===== src/wire_master_pkg.sv =====
`default_nettype none
package wire_master_pkg;
	localparam logic [4:0]  OFS_CONFIG    = 5'h00;
	localparam logic [4:0]  OFS_DIVISOR   = 5'h04;
	localparam logic [4:0]  OFS_CTRL      = 5'h08;
	localparam logic [4:0]  OFS_BUFFER    = 5'h0C;
	localparam logic [4:0]  OFS_FLAGS     = 5'h10;
	localparam logic [4:0]  OFS_MASK      = 5'h14;
	localparam logic [4:0]  OFS_FLAG_CLR  = 5'h18;
	localparam int          POS_SINGLE    = 5;
	localparam int          POS_OVERDRIVE = 6;
	localparam int          POS_PULLUP    = 7;
	localparam int          POS_SENT      = 0;
	localparam int          POS_RECEIVED  = 1;
	localparam int          POS_BUSY      = 0;
	localparam logic [7:0]  RST_CONFIG    = 8'h00;
	localparam logic [7:0]  RST_DIVISOR   = 8'h01;
	localparam logic [1:0]  RST_FLAGS     = 2'h0;
	localparam logic [1:0]  RST_MASK      = 2'h0;
	// slot timing in microsecond ticks: low drive, sample point, total slot
	localparam logic [6:0]  STD_LOW       = 7'h06;
	localparam logic [6:0]  STD_SAMPLE    = 7'h0F;
	localparam logic [6:0]  STD_SLOT      = 7'h46;
	localparam logic [6:0]  OD_LOW        = 7'h01;
	localparam logic [6:0]  OD_SAMPLE     = 7'h02;
	localparam logic [6:0]  OD_SLOT       = 7'h0A;

	typedef struct packed {
		logic [31:0] paddr;
		logic        psel;
		logic        penable;
		logic        pwrite;
		logic [31:0] pwdata;
	} apb_req_t;

	typedef enum logic [2:0] {
		ST_IDLE  = 3'b001,
		ST_SLOT  = 3'b010,
		ST_DONE  = 3'b100
	} state_t;
endpackage
`default_nettype wire


===== src/wire_master.sv =====
// Notes on behaviour
// - single-bit mode moves one bit, else byte
// - writing shift buffer while idle starts a transfer
// - single-bit mode uses only bit 0
// - read is a 1 slot; slave pulls low
// - send-done flag set when slots finish
// - send-done interrupts if masked in; W1C
// - sampled bits land in shift buffer
// - receive-ready set when result complete, interrupts if masked in
// - idle wire reads back transmitted ones
// - single-bit select resets to 0
// - config bit 6 selects overdrive timing
// - config bit 7 enables internal pullup
// - all fields reset on every reset
// - byte slots go LSB first
`default_nettype none
module wire_master #(
	parameter int DIV_W = 8
) (
	input  wire logic                      SYS_CLK,
	input  wire logic                      RSTN,
	input  wire logic                      CLK_EN,
	input  wire wire_master_pkg::apb_req_t APB_REQ,
	output logic                           PREADY,
	output logic [31:0]                    PRDATA,
	output logic                           PSLVERR,
	input  wire logic                      WIRE_IN,
	output logic                           WIRE_OUT,
	output logic                           WIRE_OE,
	output logic                           PULLUP_EN,
	output logic                           IRQ
);
	logic [7:0]       config_reg;
	logic [DIV_W-1:0] divisor;
	logic [7:0]       shift_buffer;
	logic [1:0]       flags;
	logic [1:0]       mask;
	wire_master_pkg::state_t state;
	logic [DIV_W-1:0] div_cnt;
	logic             tick;
	logic [6:0]       slot_cnt;
	logic [2:0]       bit_idx;
	logic [2:0]       last_idx;
	logic             tx_bit;
	logic             set_sent;
	logic             set_recv;
	logic             access;
	logic             wr;
	logic [4:0]       addr;
	logic [6:0]       t_low;
	logic [6:0]       t_sample;
	logic [6:0]       t_slot;
	logic             start;
	logic [1:0]       clr;

	// access completes in the access phase; pready is raised one cycle later
	assign access = APB_REQ.psel && APB_REQ.penable && !PREADY;
	assign wr     = access && APB_REQ.pwrite;
	assign addr   = APB_REQ.paddr[4:0];
	assign start  = wr && addr == wire_master_pkg::OFS_BUFFER
		&& state == wire_master_pkg::ST_IDLE;
	assign clr    = (wr && addr == wire_master_pkg::OFS_FLAGS) ? APB_REQ.pwdata[1:0] : 2'h0;

	always_comb begin
		if (config_reg[wire_master_pkg::POS_OVERDRIVE]) begin
			t_low    = wire_master_pkg::OD_LOW;
			t_sample = wire_master_pkg::OD_SAMPLE;
			t_slot   = wire_master_pkg::OD_SLOT;
		end else begin
			t_low    = wire_master_pkg::STD_LOW;
			t_sample = wire_master_pkg::STD_SAMPLE;
			t_slot   = wire_master_pkg::STD_SLOT;
		end
	end

	// registers, reset by the single reset that merges all reset sources
	always_ff @(posedge SYS_CLK or negedge RSTN) begin
		if (!RSTN) begin
			config_reg <= wire_master_pkg::RST_CONFIG;
			divisor    <= DIV_W'(wire_master_pkg::RST_DIVISOR);
			mask       <= wire_master_pkg::RST_MASK;
		end else if (CLK_EN && wr) begin
			case (addr)
				wire_master_pkg::OFS_CONFIG: begin
					config_reg <= APB_REQ.pwdata[7:0];
				end
				wire_master_pkg::OFS_DIVISOR: begin
					divisor <= APB_REQ.pwdata[DIV_W-1:0];
				end
				wire_master_pkg::OFS_MASK: begin
					mask <= APB_REQ.pwdata[1:0];
				end
				default: begin
				end
			endcase
		end
	end

	// microsecond tick from divisor
	always_ff @(posedge SYS_CLK or negedge RSTN) begin
		if (!RSTN) begin
			div_cnt <= '0;
			tick    <= 1'b0;
		end else if (CLK_EN) begin
			if (state == wire_master_pkg::ST_IDLE || div_cnt + DIV_W'(1) >= divisor) begin
				div_cnt <= '0;
				tick    <= state != wire_master_pkg::ST_IDLE;
			end else begin
				div_cnt <= div_cnt + DIV_W'(1);
				tick    <= 1'b0;
			end
		end
	end

	logic             in_slot;
	logic             step;
	logic [6:0]       slot_next;
	logic             at_low;
	logic             at_sample;
	logic             at_end;
	logic             last_bit;
	logic             load_single;
	logic [7:0]       load_bits;
	logic [7:0]       next_buffer;
	logic [1:0]       flag_set;
	logic [1:0]       next_flags;
	logic [31:0]      next_prdata;

	// slot events shared by the per-concern processes
	assign tx_bit      = shift_buffer[bit_idx];
	assign in_slot     = state == wire_master_pkg::ST_SLOT;
	assign step        = in_slot && tick;
	assign slot_next   = slot_cnt + 7'h01;
	assign at_low      = step && slot_next == t_low;
	assign at_sample   = step && slot_next == t_sample;
	assign at_end      = step && slot_next == t_slot;
	assign last_bit    = bit_idx == last_idx;
	assign load_single = config_reg[wire_master_pkg::POS_SINGLE];

	// each buffer bit loads with the write, then takes the wire at its own sample point
	genvar gi;
	generate
		for (gi = 0; gi < 8; gi++) begin : g_buf
			assign load_bits[gi]   = (gi == 0 || !load_single) ? APB_REQ.pwdata[gi] : 1'b0;
			assign next_buffer[gi] = start ? load_bits[gi]
				: (at_sample && bit_idx == 3'(gi)) ? WIRE_IN : shift_buffer[gi];
		end
	endgenerate

	// shift buffer
	always_ff @(posedge SYS_CLK or negedge RSTN) begin
		if (!RSTN) begin
			shift_buffer <= 8'h00;
		end else if (CLK_EN) begin
			shift_buffer <= next_buffer;
		end
	end

	// transfer state
	always_ff @(posedge SYS_CLK or negedge RSTN) begin
		if (!RSTN) begin
			state <= wire_master_pkg::ST_IDLE;
		end else if (CLK_EN) begin
			case (state)
				wire_master_pkg::ST_IDLE: begin
					if (start) begin
						state <= wire_master_pkg::ST_SLOT;
					end
				end
				wire_master_pkg::ST_SLOT: begin
					if (at_end && last_bit) begin
						state <= wire_master_pkg::ST_DONE;
					end
				end
				wire_master_pkg::ST_DONE: begin
					state <= wire_master_pkg::ST_IDLE;
				end
				default: begin
					state <= wire_master_pkg::ST_IDLE;
				end
			endcase
		end
	end

	// tick count within a slot
	always_ff @(posedge SYS_CLK or negedge RSTN) begin
		if (!RSTN) begin
			slot_cnt <= 7'h00;
		end else if (CLK_EN) begin
			if (start || at_end) begin
				slot_cnt <= 7'h00;
			end else if (step) begin
				slot_cnt <= slot_next;
			end
		end
	end

	// bit position, least significant first
	always_ff @(posedge SYS_CLK or negedge RSTN) begin
		if (!RSTN) begin
			bit_idx <= 3'h0;
		end else if (CLK_EN) begin
			if (start) begin
				bit_idx <= 3'h0;
			end else if (at_end && !last_bit) begin
				bit_idx <= bit_idx + 3'h1;
			end
		end
	end

	// last bit of the transfer
	always_ff @(posedge SYS_CLK or negedge RSTN) begin
		if (!RSTN) begin
			last_idx <= 3'h0;
		end else if (CLK_EN) begin
			if (start) begin
				if (load_single) begin
					last_idx <= 3'h0;
				end else begin
					last_idx <= 3'h7;
				end
			end
		end
	end

	// wire drive: a 1 slot releases early, a 0 slot holds low to the sample point
	always_ff @(posedge SYS_CLK or negedge RSTN) begin
		if (!RSTN) begin
			WIRE_OE <= 1'b0;
		end else if (CLK_EN) begin
			if (start) begin
				WIRE_OE <= 1'b1;
			end else if (at_end && !last_bit) begin
				WIRE_OE <= 1'b1;
			end else if (at_sample) begin
				WIRE_OE <= 1'b0;
			end else if (at_low && tx_bit) begin
				WIRE_OE <= 1'b0;
			end
		end
	end

	// send-done event
	always_ff @(posedge SYS_CLK or negedge RSTN) begin
		if (!RSTN) begin
			set_sent <= 1'b0;
		end else if (CLK_EN) begin
			set_sent <= state == wire_master_pkg::ST_DONE;
		end
	end

	// receive-ready event
	always_ff @(posedge SYS_CLK or negedge RSTN) begin
		if (!RSTN) begin
			set_recv <= 1'b0;
		end else if (CLK_EN) begin
			set_recv <= state == wire_master_pkg::ST_DONE;
		end
	end

	// sticky flags, set wins over clear
	assign flag_set[wire_master_pkg::POS_SENT]     = set_sent;
	assign flag_set[wire_master_pkg::POS_RECEIVED] = set_recv;
	genvar gf;
	generate
		for (gf = 0; gf < 2; gf++) begin : g_flag
			assign next_flags[gf] = flag_set[gf] || (flags[gf] && !clr[gf]);
		end
	endgenerate

	always_ff @(posedge SYS_CLK or negedge RSTN) begin
		if (!RSTN) begin
			flags <= wire_master_pkg::RST_FLAGS;
		end else if (CLK_EN) begin
			flags <= next_flags;
		end
	end

	// interrupt level
	always_ff @(posedge SYS_CLK or negedge RSTN) begin
		if (!RSTN) begin
			IRQ <= 1'b0;
		end else if (CLK_EN) begin
			IRQ <= |(flags & mask);
		end
	end

	// pullup control
	always_ff @(posedge SYS_CLK or negedge RSTN) begin
		if (!RSTN) begin
			PULLUP_EN <= 1'b0;
		end else if (CLK_EN) begin
			PULLUP_EN <= config_reg[wire_master_pkg::POS_PULLUP];
		end
	end

	// open drain: the wire is only ever pulled low
	always_ff @(posedge SYS_CLK or negedge RSTN) begin
		if (!RSTN) begin
			WIRE_OUT <= 1'b0;
		end else if (CLK_EN) begin
			WIRE_OUT <= 1'b0;
		end
	end

	// read data select
	always_comb begin
		next_prdata = 32'h0000_0000;
		if (access && !APB_REQ.pwrite) begin
			case (addr)
				wire_master_pkg::OFS_CONFIG: begin
					next_prdata = {24'h000000, config_reg};
				end
				wire_master_pkg::OFS_DIVISOR: begin
					next_prdata = 32'(divisor);
				end
				wire_master_pkg::OFS_CTRL: begin
					next_prdata = {31'h0, state != wire_master_pkg::ST_IDLE};
				end
				wire_master_pkg::OFS_BUFFER: begin
					next_prdata = {24'h000000, shift_buffer};
				end
				wire_master_pkg::OFS_FLAGS: begin
					next_prdata = {30'h0, flags};
				end
				wire_master_pkg::OFS_MASK: begin
					next_prdata = {30'h0, mask};
				end
				default: begin
					next_prdata = 32'h0000_0000;
				end
			endcase
		end
	end

	// apb ready, one cycle after the access phase is seen
	always_ff @(posedge SYS_CLK or negedge RSTN) begin
		if (!RSTN) begin
			PREADY <= 1'b0;
		end else if (CLK_EN) begin
			PREADY <= access;
		end
	end

	// apb error, never raised
	always_ff @(posedge SYS_CLK or negedge RSTN) begin
		if (!RSTN) begin
			PSLVERR <= 1'b0;
		end else if (CLK_EN) begin
			PSLVERR <= 1'b0;
		end
	end

	// apb read data, valid with ready
	always_ff @(posedge SYS_CLK or negedge RSTN) begin
		if (!RSTN) begin
			PRDATA <= 32'h0000_0000;
		end else if (CLK_EN) begin
			PRDATA <= next_prdata;
		end
	end
endmodule
`default_nettype wire


===== config.mk =====
export PLATFORM = sky130hd
export DESIGN_NAME = wire_master
export DESIGN_NICKNAME = d
export VERILOG_FILES = /design/src/wire_master_pkg.sv /design/src/wire_master.sv
export SDC_FILE = /design/constraint.sdc
export NUM_CORES = 1
export LEC_CHECK = 0
export ABC_AREA = 0
export BUFFER_PORTS_ARGS = -buffer_cell sky130_fd_sc_hd__buf_2
export CORE_MARGIN = 2
export CORE_UTILIZATION = 45
export CTS_CLUSTER_SIZE = 16
export DETAILED_ROUTE_END_ITERATION = 10
export GPL_ROUTABILITY_DRIVEN = 0
export MAX_ROUTING_LAYER = met4
export PLACE_DENSITY_LB_ADDON = 0.1
export SLEW_MARGIN = 20
export SYNTH_ARGS = -nofsm -noshare
export SYNTH_HDL_FRONTEND = slang
export SYNTH_SLANG_ARGS = --single-unit

===== constraint.sdc =====
create_clock -name SYS_CLK -period 2.7 [get_ports SYS_CLK]
set_clock_uncertainty 0.15 [all_clocks]
set_input_delay 0 -clock SYS_CLK [delete_from_list [all_inputs] [get_ports SYS_CLK]]
set_output_delay 0 -clock SYS_CLK [all_outputs]
set_load 0.005 [all_outputs]

==> results of run 1 <==
per-stage QoR:
stage	cell area (sq um)	utilization	total power, mW
after floorplan	4060	-	1.18
after global placement	4160	0.481	1.23
after detailed placement	4160	0.481	1.23
after CTS	4570	0.529	2.17
after global routing	4640	0.537	2.26
final	4640	0.537	2.16
cell type report:
type / instances / area [sq um] / area share
multi-input cells: 281 / 2140 / 0.462
repair buffers: 64 / 442 / 0.0953
flip-flops and latches: 64 / 1600 / 0.346
well taps: 108 / 135 / 0.0291
clock inverters: 7 / 96.3 / 0.0208
inverters: 25 / 93.8 / 0.0202
clock buffers: 9 / 124 / 0.0267
repair_timing:
action                     CTS  global route
setup endpoints to repair    6            17
hold buffers                14             0
pin swaps                    3             5
hold endpoints to repair    95             0
setup buffers                1             4
resized for setup            7             7
layer usage:
metal,part of all wire,vias up
met2,0.49,62
li1,-,1472
met4,0.012,0
met3,0.034,11
met1,0.46,1490
met5,0,-
logic make-up (layout without fill, tap and decap cells):
kind of cell | after synthesis | after routing
compound gates | 86 | 86
xor+xnor | 8 | 8
fa+ha+maj | 17 | 17
buf+inv | 69 | 105
flops | 64 | 64
mux | 44 | 44
other cells | 1 | 26
simple gates | 100 | 100
cells in the mapped netlist (all sizes together), types with 2 or more instances:
| master | number | area (sq um) |
|---|---|---|
| mux2 | 22 | 248 |
| and3b | 3 | 26.3 |
| o2bb2ai | 7 | 61.3 |
| dfstp | 2 | 52.6 |
| mux2i | 20 | 200 |
| or4 | 2 | 15.0 |
| a211oi | 4 | 42.5 |
| a21oi | 14 | 70.1 |
| and3 | 7 | 45.1 |
| clkbuf | 10 | 57.6 |
| xnor2 | 4 | 35.0 |
| a211o | 3 | 26.3 |
| buf | 34 | 241 |
| a21o | 6 | 45.0 |
| o21a | 2 | 15.0 |
| a31oi | 7 | 43.8 |
| o21ai | 14 | 73.8 |
| nor4b | 5 | 43.8 |
| dfrtp | 62 | 1550 |
| nor3 | 7 | 51.3 |
| nand3 | 11 | 60.1 |
| a22o | 11 | 96.3 |
| inv | 25 | 93.8 |
| o22ai | 6 | 37.5 |
| nand4 | 5 | 31.3 |
| ha | 17 | 213 |
| o211ai | 2 | 15.0 |
| mux4 | 2 | 45.0 |
| and2 | 3 | 20.0 |
| nor2 | 16 | 60.1 |
| xor2 | 4 | 35.0 |
| nand2 | 33 | 124 |
critical path, stage by stage, from the launching register on:
cell and delay (ns):
dfrtp_1 0.38, ha_2 0.19, and3_4 0.19, xor2_2 0.15, ha_1 0.29, a21o_1 0.16, a21o_1 0.17, a221o_1 0.35
a211o_4 0.40, nor2_4 0.12, mux2_4 0.16
power by group:
group | switching [mW] | internal, mW
combinational | 0.130 | 0.0919
sequential | 0.0236 | 0.986
clock | 0.406 | 0.521
path summary, 6_finish.rpt:
path | startpoint | end | slack (ns)
max in group asynchronous | RSTN | divisor[1] | 1.64
min in group asynchronous | RSTN | slot_cnt[0] | 0.21
worst min-delay path | APB_REQ[33] | PREADY | 0.02
worst max register to register | div_cnt[1] | div_cnt[0] | -0.07
worst max-delay path | div_cnt[1] | div_cnt[0] | -0.07
worst min register to register | tick | tick | 0.34
==> flow_summary.json, run 1 <==
{
  "outcome": "finished, violations left",
  "violations": "negative setup slack",
  "cts_buffers": 9,
  "layout_common_cells": "dfrtp_1, nand2_1, buf_2",
  "clock.fmax_ghz": 0.361,
  "hold_slack_ns": 0.0189,
  "fillers": 801,
  "start_util": 0.458,
  "synth_async_sr_flop_share": 1.00,
  "fp.dieH_microns": 97.8,
  "use_met1": 0.273,
  "yosys_register_bits": 64,
  "yosys_warnings": 0,
  "diodes": 0,
  "r2r_cells": 10,
  "grt-busiest-layer": "met2",
  "antenna_found_initial": 0,
  "synth-compound-area-share": 0.158,
  "vias": 3035,
  "finalNonFillerCells": 558,
  "synthXorXnorAreaFrac": 0.0177,
  "maxCapViolations": 0,
  "rows": 34,
  "drt-wirelength-per-cell_microns": 16.2,
  "fin_crit_ns": 2.77,
  "avgSynthCellArea_sq_um": 10.2,
  "cts_sinks": 64,
  "dp_hpwl_microns": 6510,
  "layout_commonest_cell": "dfrtp_1",
  "vdd_ir_drop_max_mv": 0.224,
  "grt_setup_unrepaired": "true",
  "synth_top_family_by_area": "compound AO/OA/AOI/OAI gates",
  "finalSetupViolCount": 5,
  "tritoncts": "built",
  "htree_levels": 3,
  "clkLatencyLatePin_ns": 0.34,
  "clk_pin_slew_ns": 0.07,
  "yosysSeqAreaShare": 0.406,
  "hp-class": "in -> reg",
  "crit_arrival_ns": 2.90,
  "worstHoldPathCells": 4,
  "hold_viol": 0,
  "start_kind": "register",
  "root_buffer": "clkbuf_8",
  "grt_pass1_wl_microns": 15200,
  "syn-cell-area_sq_um": 3960,
  "route.detailed.drc": 0,
  "final_net_count": 533,
  "routed_via_density": 5.44,
  "slew_violations": 0,
  "dp_cells": 523,
  "powerDensity_nw_per_um2": 466,
  "io_buffers": 31,
  "synthSimpleGateAreaFrac": 0.140,
  "leakage_nw": 2.28,
  "grt-ovfl-total": 0,
  "syn_inst": 389,
  "critPathCaptureType": "register",
  "fin_setup_tns_ns": -0.297,
  "cts_buffer_depth": 2,
  "grt_usage": 0.205,
  "tightest_slew_ns": 0.980,
  "crit_type": "reg -> reg",
  "die-area_sq_um": 9560,
  "synth_fa_ha_area_frac": 0.0538,
  "synth_edf_count": 0,
  "die_x_microns": 97.8,
  "period_share": 1.03,
  "slew_headroom": 0.346,
  "io_pins": 109,
  "wl_microns": 9040,
  "cp_max_fo": 7,
  "drive_above_1_share": 0.249,
  "muxShareOfSynthArea": 0.125,
  "initialDrtViolationCount": 146,
  "yosysUniqueCellTypes": 64,
  "setup_ws_ns": -0.0726,
  "grt_util_met2": 0.327,
  "synthFlopType": "dfrtp_1",
  "dp_slack_ns": -0.125,
  "grt_start_max_net_pins": 65,
  "ant_nets": 0,
  "syn2layout_area_growth_pct": 17.2,
  "coreArea_sq_um": 8640,
  "met3_usage": 0.0315,
  "firstDrtPassIters": 4,
  "cp.required_ns": 2.83,
  "grt_pass1_vias": 3032
}
Note: power is estimated with default switching activity, not from simulation.
==> inputs of run 2 (changes only) <==
--- a/config.mk
+++ b/config.mk
@@ -6,14 +6,16 @@
 export NUM_CORES = 1
 export LEC_CHECK = 0
 export ABC_AREA = 0
-export BUFFER_PORTS_ARGS = -buffer_cell sky130_fd_sc_hd__buf_2
 export CORE_MARGIN = 2
 export CORE_UTILIZATION = 45
 export CTS_CLUSTER_SIZE = 16
 export DETAILED_ROUTE_END_ITERATION = 10
+export DONT_BUFFER_PORTS = 1
 export GPL_ROUTABILITY_DRIVEN = 0
+export HOLD_SLACK_MARGIN = 0.08
 export MAX_ROUTING_LAYER = met4
 export PLACE_DENSITY_LB_ADDON = 0.1
+export SETUP_SLACK_MARGIN = 0.2
 export SLEW_MARGIN = 20
 export SYNTH_ARGS = -nofsm -noshare
 export SYNTH_HDL_FRONTEND = slang
==> run 2 against run 1 <==
  * The flow still finishes with violations (negative setup slack)
  * Clock power down 19%
  * Fmax down 0.10%
  * Power down 7.9%
  * Sequential power hardly changed
  * Highest routed layer unchanged
==> flow_summary.json, run 2 (synthesis gave the netlist of run 1 again) <==
{
  "slowest_delay_ns": 0.40,
  "route.detailed.drc": 0,
  "coreArea_sq_um": 8640,
  "crit_arrival_ns": 2.91,
  "tightest_slew_ns": 1.05,
  "slew_violations": 0,
  "antenna_found_initial": 0,
  "cp.required_ns": 2.84,
  "fin_util": 0.550,
  "cpMaxStageDelayCell": "a211o_4",
  "crit_buf_inv": 0,
  "clkLatencyLatePin_ns": 0.35,
  "diodes": 0,
  "critPathCaptureType": "register",
  "drive_above_1_share": 0.210,
  "outcome": "finished, violations left",
  "hold_viol": 0,
  "vdd_ir_drop_max_mv": 0.214,
  "initialDrtViolationCount": 121,
  "finalSetupViolCount": 7,
  "dp_hpwl_microns": 6430,
  "critPathMostFrequentCell": "a21o_1",
  "setup_ws_ns": -0.0754,
  "crit_chain": "ha_2 > and3_4 > xor2_4 > ha_4 > a21o_1 > a21o_1 > a221o_1 > a211o_4 > nor2_4 > mux2_4",
  "hold_path.startpoint": "APB_REQ[38]",
  "tritoncts": "built",
  "htree_levels": 3,
  "grt_pass1_wl_microns": 15700,
  "clk_pin_slew_ns": 0.07,
  "die-area_sq_um": 9560,
  "routed_via_density": 5.55,
  "grt_pass1_vias": 3118,
  "fp.dieH_microns": 97.8,
  "start_util": 0.458,
  "wl_microns": 9550,
  "grt_start_max_net_pins": 65,
  "cp_max_fo": 7,
  "total_power_mw": 1.99,
  "cts_buffer_depth": 2,
  "root_buffer": "clkbuf_8",
  "leakage_nw": 2.20,
  "slew_headroom": 0.297,
  "cts_sinks": 64,
  "syn2layout_area_growth_pct": 20.2,
  "io_pins": 109,
  "drt-wirelength-per-cell_microns": 17.5,
  "final_net_count": 522,
  "fin_crit_ns": 2.78,
  "layout_commonest_cell": "dfrtp_1",
  "crit_type": "reg -> reg",
  "clock.fmax_ghz": 0.360,
  "grt_usage": 0.211,
  "min_to": "divisor[1]",
  "r2r_cells": 10,
  "violations": "negative setup slack",
  "rows": 34,
  "ant_nets": 0,
  "start_kind": "register",
  "cp_top_family": "compound AO/OA/AOI/OAI gates",
  "powerDensity_nw_per_um2": 418,
  "worstHoldPathCells": 3,
  "r2r-end": "div_cnt[0]",
  "grt_setup_unrepaired": "true",
  "layout_common_cells": "dfrtp_1, dlygate4sd3_1, nand2_1",
  "maxCapViolations": 0,
  "r2r_setup_slack_ns": -0.08,
  "cts_buffers": 9,
  "vias": 3033,
  "rr_startpoint": "div_cnt[0]",
  "firstDrtPassIters": 4,
  "period_share": 1.03,
  "grt-ovfl-total": 0,
  "die_x_microns": 97.8,
  "hp-class": "in -> reg",
  "io_buffers": 0
}
## run 2: routing by layer
metal	wire length, microns	vias to the layer above	global-route usage
met4	130	0	0.0684
li1	-	1454	-
met2	4770	58	0.346
met1	4370	1508	0.270
met3	283	13	0.0336
met5	0	-	-
## run 2: worst max-delay path by stage
stage | slack, ns | start | endpoint | cells past startpoint
2_1_floorplan | -0.004 | div_cnt[0] | div_cnt[0] | 10
3_3_place_gp | -0.08 | div_cnt[1] | div_cnt[0] | 10
3_5_place_dp | -0.13 | div_cnt[1] | div_cnt[0] | 10
4_1_cts | -0.07 | div_cnt[1] | div_cnt[0] | 10
5_1_grt | -0.15 | div_cnt[0] | div_cnt[5] | 10
6_report | -0.08 | div_cnt[0] | div_cnt[0] | 10
## run 2: what timing repair did
action	in CTS	in global routing
setup endpoints to repair	12	30
hold buffers	36	1
endpoints found under the hold margin	124	8
gates cloned	0	0
pin swaps	9	2
gates resized for setup	13	20
buffers inserted	6	1
## run 2: cell type report
class                           count  area (sq um)
Timing Repair Buffer               53           517
Multi-Input combinational cell    281          2230
Sequential cell                    64          1610
Clock buffer                       10           138
Inverter                           25          93.8
Clock inverter                      5          33.8
Fill cell                         778          3880
Tap cell                          108           135
## run 2: tightest hold or removal path, delay by kind of cell
family / cells / cell delay (ns)
multiplexers: 1 / 0.22
AND/OR/NAND/NOR: 2 / 0.34
## run 2: power breakdown
group	total, mW	leakage, nW	internal, mW	switching [mW]
Sequential	1.01	0.825	0.987	0.0268
Combinational	0.227	1.29	0.0989	0.128
Clock	0.748	0.0841	0.351	0.397
Total	1.99	2.20	1.44	0.552
## run 2: metrics by stage
stage / setup slack [ns] / cell area [sq um] / hold WS, ns / setup TNS (ns) / instances
2_1_floorplan: -0.00386 / 4060 / -0.446 / -0.00386 / 414
3_3_place_gp: -0.0763 / 3960 / -0.444 / -0.249 / 487
3_5_place_dp: -0.127 / 3960 / -0.444 / -0.482 / 487
4_1_cts: -0.0671 / 4620 / -0.400 / -0.394 / 544
5_1_grt: -0.155 / 4750 / 0.123 / -0.950 / 546
6_report: -0.0754 / 4750 / 0.0963 / -0.379 / 546
==> inputs of run 3 (changes only) <==
--- a/config.mk
+++ b/config.mk
@@ -15,6 +15,7 @@
 export HOLD_SLACK_MARGIN = 0.08
 export MAX_ROUTING_LAYER = met4
 export PLACE_DENSITY_LB_ADDON = 0.1
+export RECOVER_POWER = 100
 export SETUP_SLACK_MARGIN = 0.2
 export SLEW_MARGIN = 20
 export SYNTH_ARGS = -nofsm -noshare
==> run 3 against run 2 <==
  * The flow finishes with violations (max-capacitance violations, max-slew violations, negative setup slack)
  * Combinational power decreased by 4%
  * Via count about the same
  * Sequential power hardly changed
  * Core utilization is 0.85 points lower
  * Sequential share of layout area is 0.51 points higher
  * Critical path depth stayed put
  * Die area stayed put
  * Routed wire length up 0.33%
  * Power fell by 0.54%
  * Flip-flop and latch count unchanged
==> flow_summary.json, run 3 (synthesis gave the netlist of run 1 again) <==
{
  "grt_setup_unrepaired": "true",
  "final_net_count": 522,
  "clkLatencyLatePin_ns": 0.35,
  "clk_pin_slew_ns": 0.07,
  "p_clk_frac": 0.377,
  "routed_via_density": 5.56,
  "cts_sinks": 64,
  "dp_cells": 487,
  "tightest_slew_ns": 1.61,
  "initialDrtViolationCount": 116,
  "htree_levels": 3,
  "outcome": "finished, violations left",
  "vias": 3035,
  "ant_nets": 0,
  "critPathCaptureType": "register",
  "maxCapViolations": 1,
  "crit_type": "reg -> reg",
  "firstDrtPassIters": 4,
  "fp.dieH_microns": 97.8,
  "setup_ws_ns": -0.0762,
  "syn2layout_area_growth_pct": 18.3,
  "layout_commonest_cell": "dfrtp_1",
  "dp_hpwl_microns": 6430,
  "die-area_sq_um": 9560,
  "swShare": 0.277,
  "period_share": 1.03,
  "p_comb_frac": 0.111,
  "layout_common_cells": "dfrtp_1, dlygate4sd3_1, nand2_1",
  "grt_usage": 0.211,
  "violations": "max-capacitance violations, max-slew violations, negative setup slack",
  "grt_start_max_net_pins": 65,
  "wl_microns": 9590,
  "start_util": 0.458,
  "leakage_nw": 2.18,
  "io_buffers": 0,
  "antenna_found_initial": 0,
  "grt-ovfl-total": 0,
  "powerDensity_nw_per_um2": 423,
  "start_kind": "register",
  "drt-wirelength-per-cell_microns": 17.6,
  "intPower_mw": 1.43,
  "io_pins": 109,
  "cp.required_ns": 2.84,
  "drive_above_1_share": 0.196,
  "die_x_microns": 97.8,
  "crit_arrival_ns": 2.91,
  "total_power_mw": 1.98,
  "seqPwrFrac": 0.512,
  "rows": 34,
  "finalSetupViolCount": 7,
  "grt_pass1_wl_microns": 15700,
  "slew_violations": 65,
  "grt_pass1_vias": 3118,
  "vdd_ir_drop_max_mv": 0.214,
  "hold_viol": 0,
  "route.detailed.drc": 0,
  "cts_buffer_depth": 2,
  "cts_buffers": 9,
  "finalNonFillerCells": 546,
  "fin_crit_ns": 2.78,
  "clock.fmax_ghz": 0.360,
  "coreArea_sq_um": 8640,
  "cp_max_fo": 7,
  "p_switching_mw": 0.547,
  "root_buffer": "clkbuf_8",
  "hp-class": "in -> reg",
  "tritoncts": "built",
  "diodes": 0,
  "slew_headroom": -0.0732
}
[run 3: power groups by stage]
stage,Combinational [mW],Clock [mW],Sequential [mW]
2_1_floorplan,0.159,0,1.02
3_3_place_gp,0.138,0,1.03
3_5_place_dp,0.140,0,1.03
4_1_cts,0.218,0.764,1.01
5_1_grt,0.244,0.805,1.02
6_report,0.219,0.746,1.01
[run 3: path summary, 6_finish.rpt]
kind                              from          end  slack (ns)  cells past startpoint
max                         div_cnt[0]   div_cnt[0]       -0.08                     10
min                        APB_REQ[32]  last_idx[1]        0.09                      3
max reg2reg                 div_cnt[0]   div_cnt[0]       -0.08                     10
min reg2reg                       tick         tick        0.33                      1
max in group asynchronous         RSTN  slot_cnt[3]        0.34                      3
min in group asynchronous         RSTN  slot_cnt[6]        0.99                      3
[run 3: layout make-up]
class | instances | area, sq um
clock buffers | 10 | 138
repair buffers | 53 | 482
clock inverters | 5 | 33.8
flip-flops and latches | 64 | 1610
multi-input cells | 281 | 2190
well taps | 108 | 135
inverters | 25 | 93.8
fillers | 791 | 3960
[run 3: metrics by stage]
stage	setup TNS, ns	setup WS [ns]	util	hold slack, ns	area [sq um]
2_1_floorplan	-0.00386	-0.00386	-	-0.446	4060
3_3_place_gp	-0.249	-0.0763	0.459	-0.444	3960
3_5_place_dp	-0.482	-0.127	0.459	-0.444	3960
4_1_cts	-0.394	-0.0671	0.535	-0.400	4620
5_1_grt	-1.31	-0.155	0.542	0.123	4680
6_report	-0.387	-0.0762	0.542	0.0943	4680
[run 3: worst max-delay path: stages (launching register included)]
cell and delay (ns):
dfrtp_1 0.36, ha_2 0.19, and3_4 0.23, xor2_4 0.18
ha_4 0.22, a21o_1 0.16, a21o_1 0.18, a221o_1 0.36
a211o_4 0.40, nor2_4 0.12, mux2_4 0.16
[run 3: metal layers]
| layer | part of all wire | track usage | wire (microns) |
|---|---|---|---|
| met3 | 0.039 | 0.0336 | 378 |
| met5 | 0 | - | 0 |
| met4 | 0.014 | 0.0684 | 138 |
| met2 | 0.50 | 0.346 | 4760 |
| met1 | 0.45 | 0.270 | 4310 |
[run 3: repair_timing]
action	in CTS	in global routing
gates resized for setup	13	20
hold buffers	36	1
setup endpoints to repair	12	30
buffers inserted	6	1
endpoints found under the hold margin	124	8
pin swaps	9	2
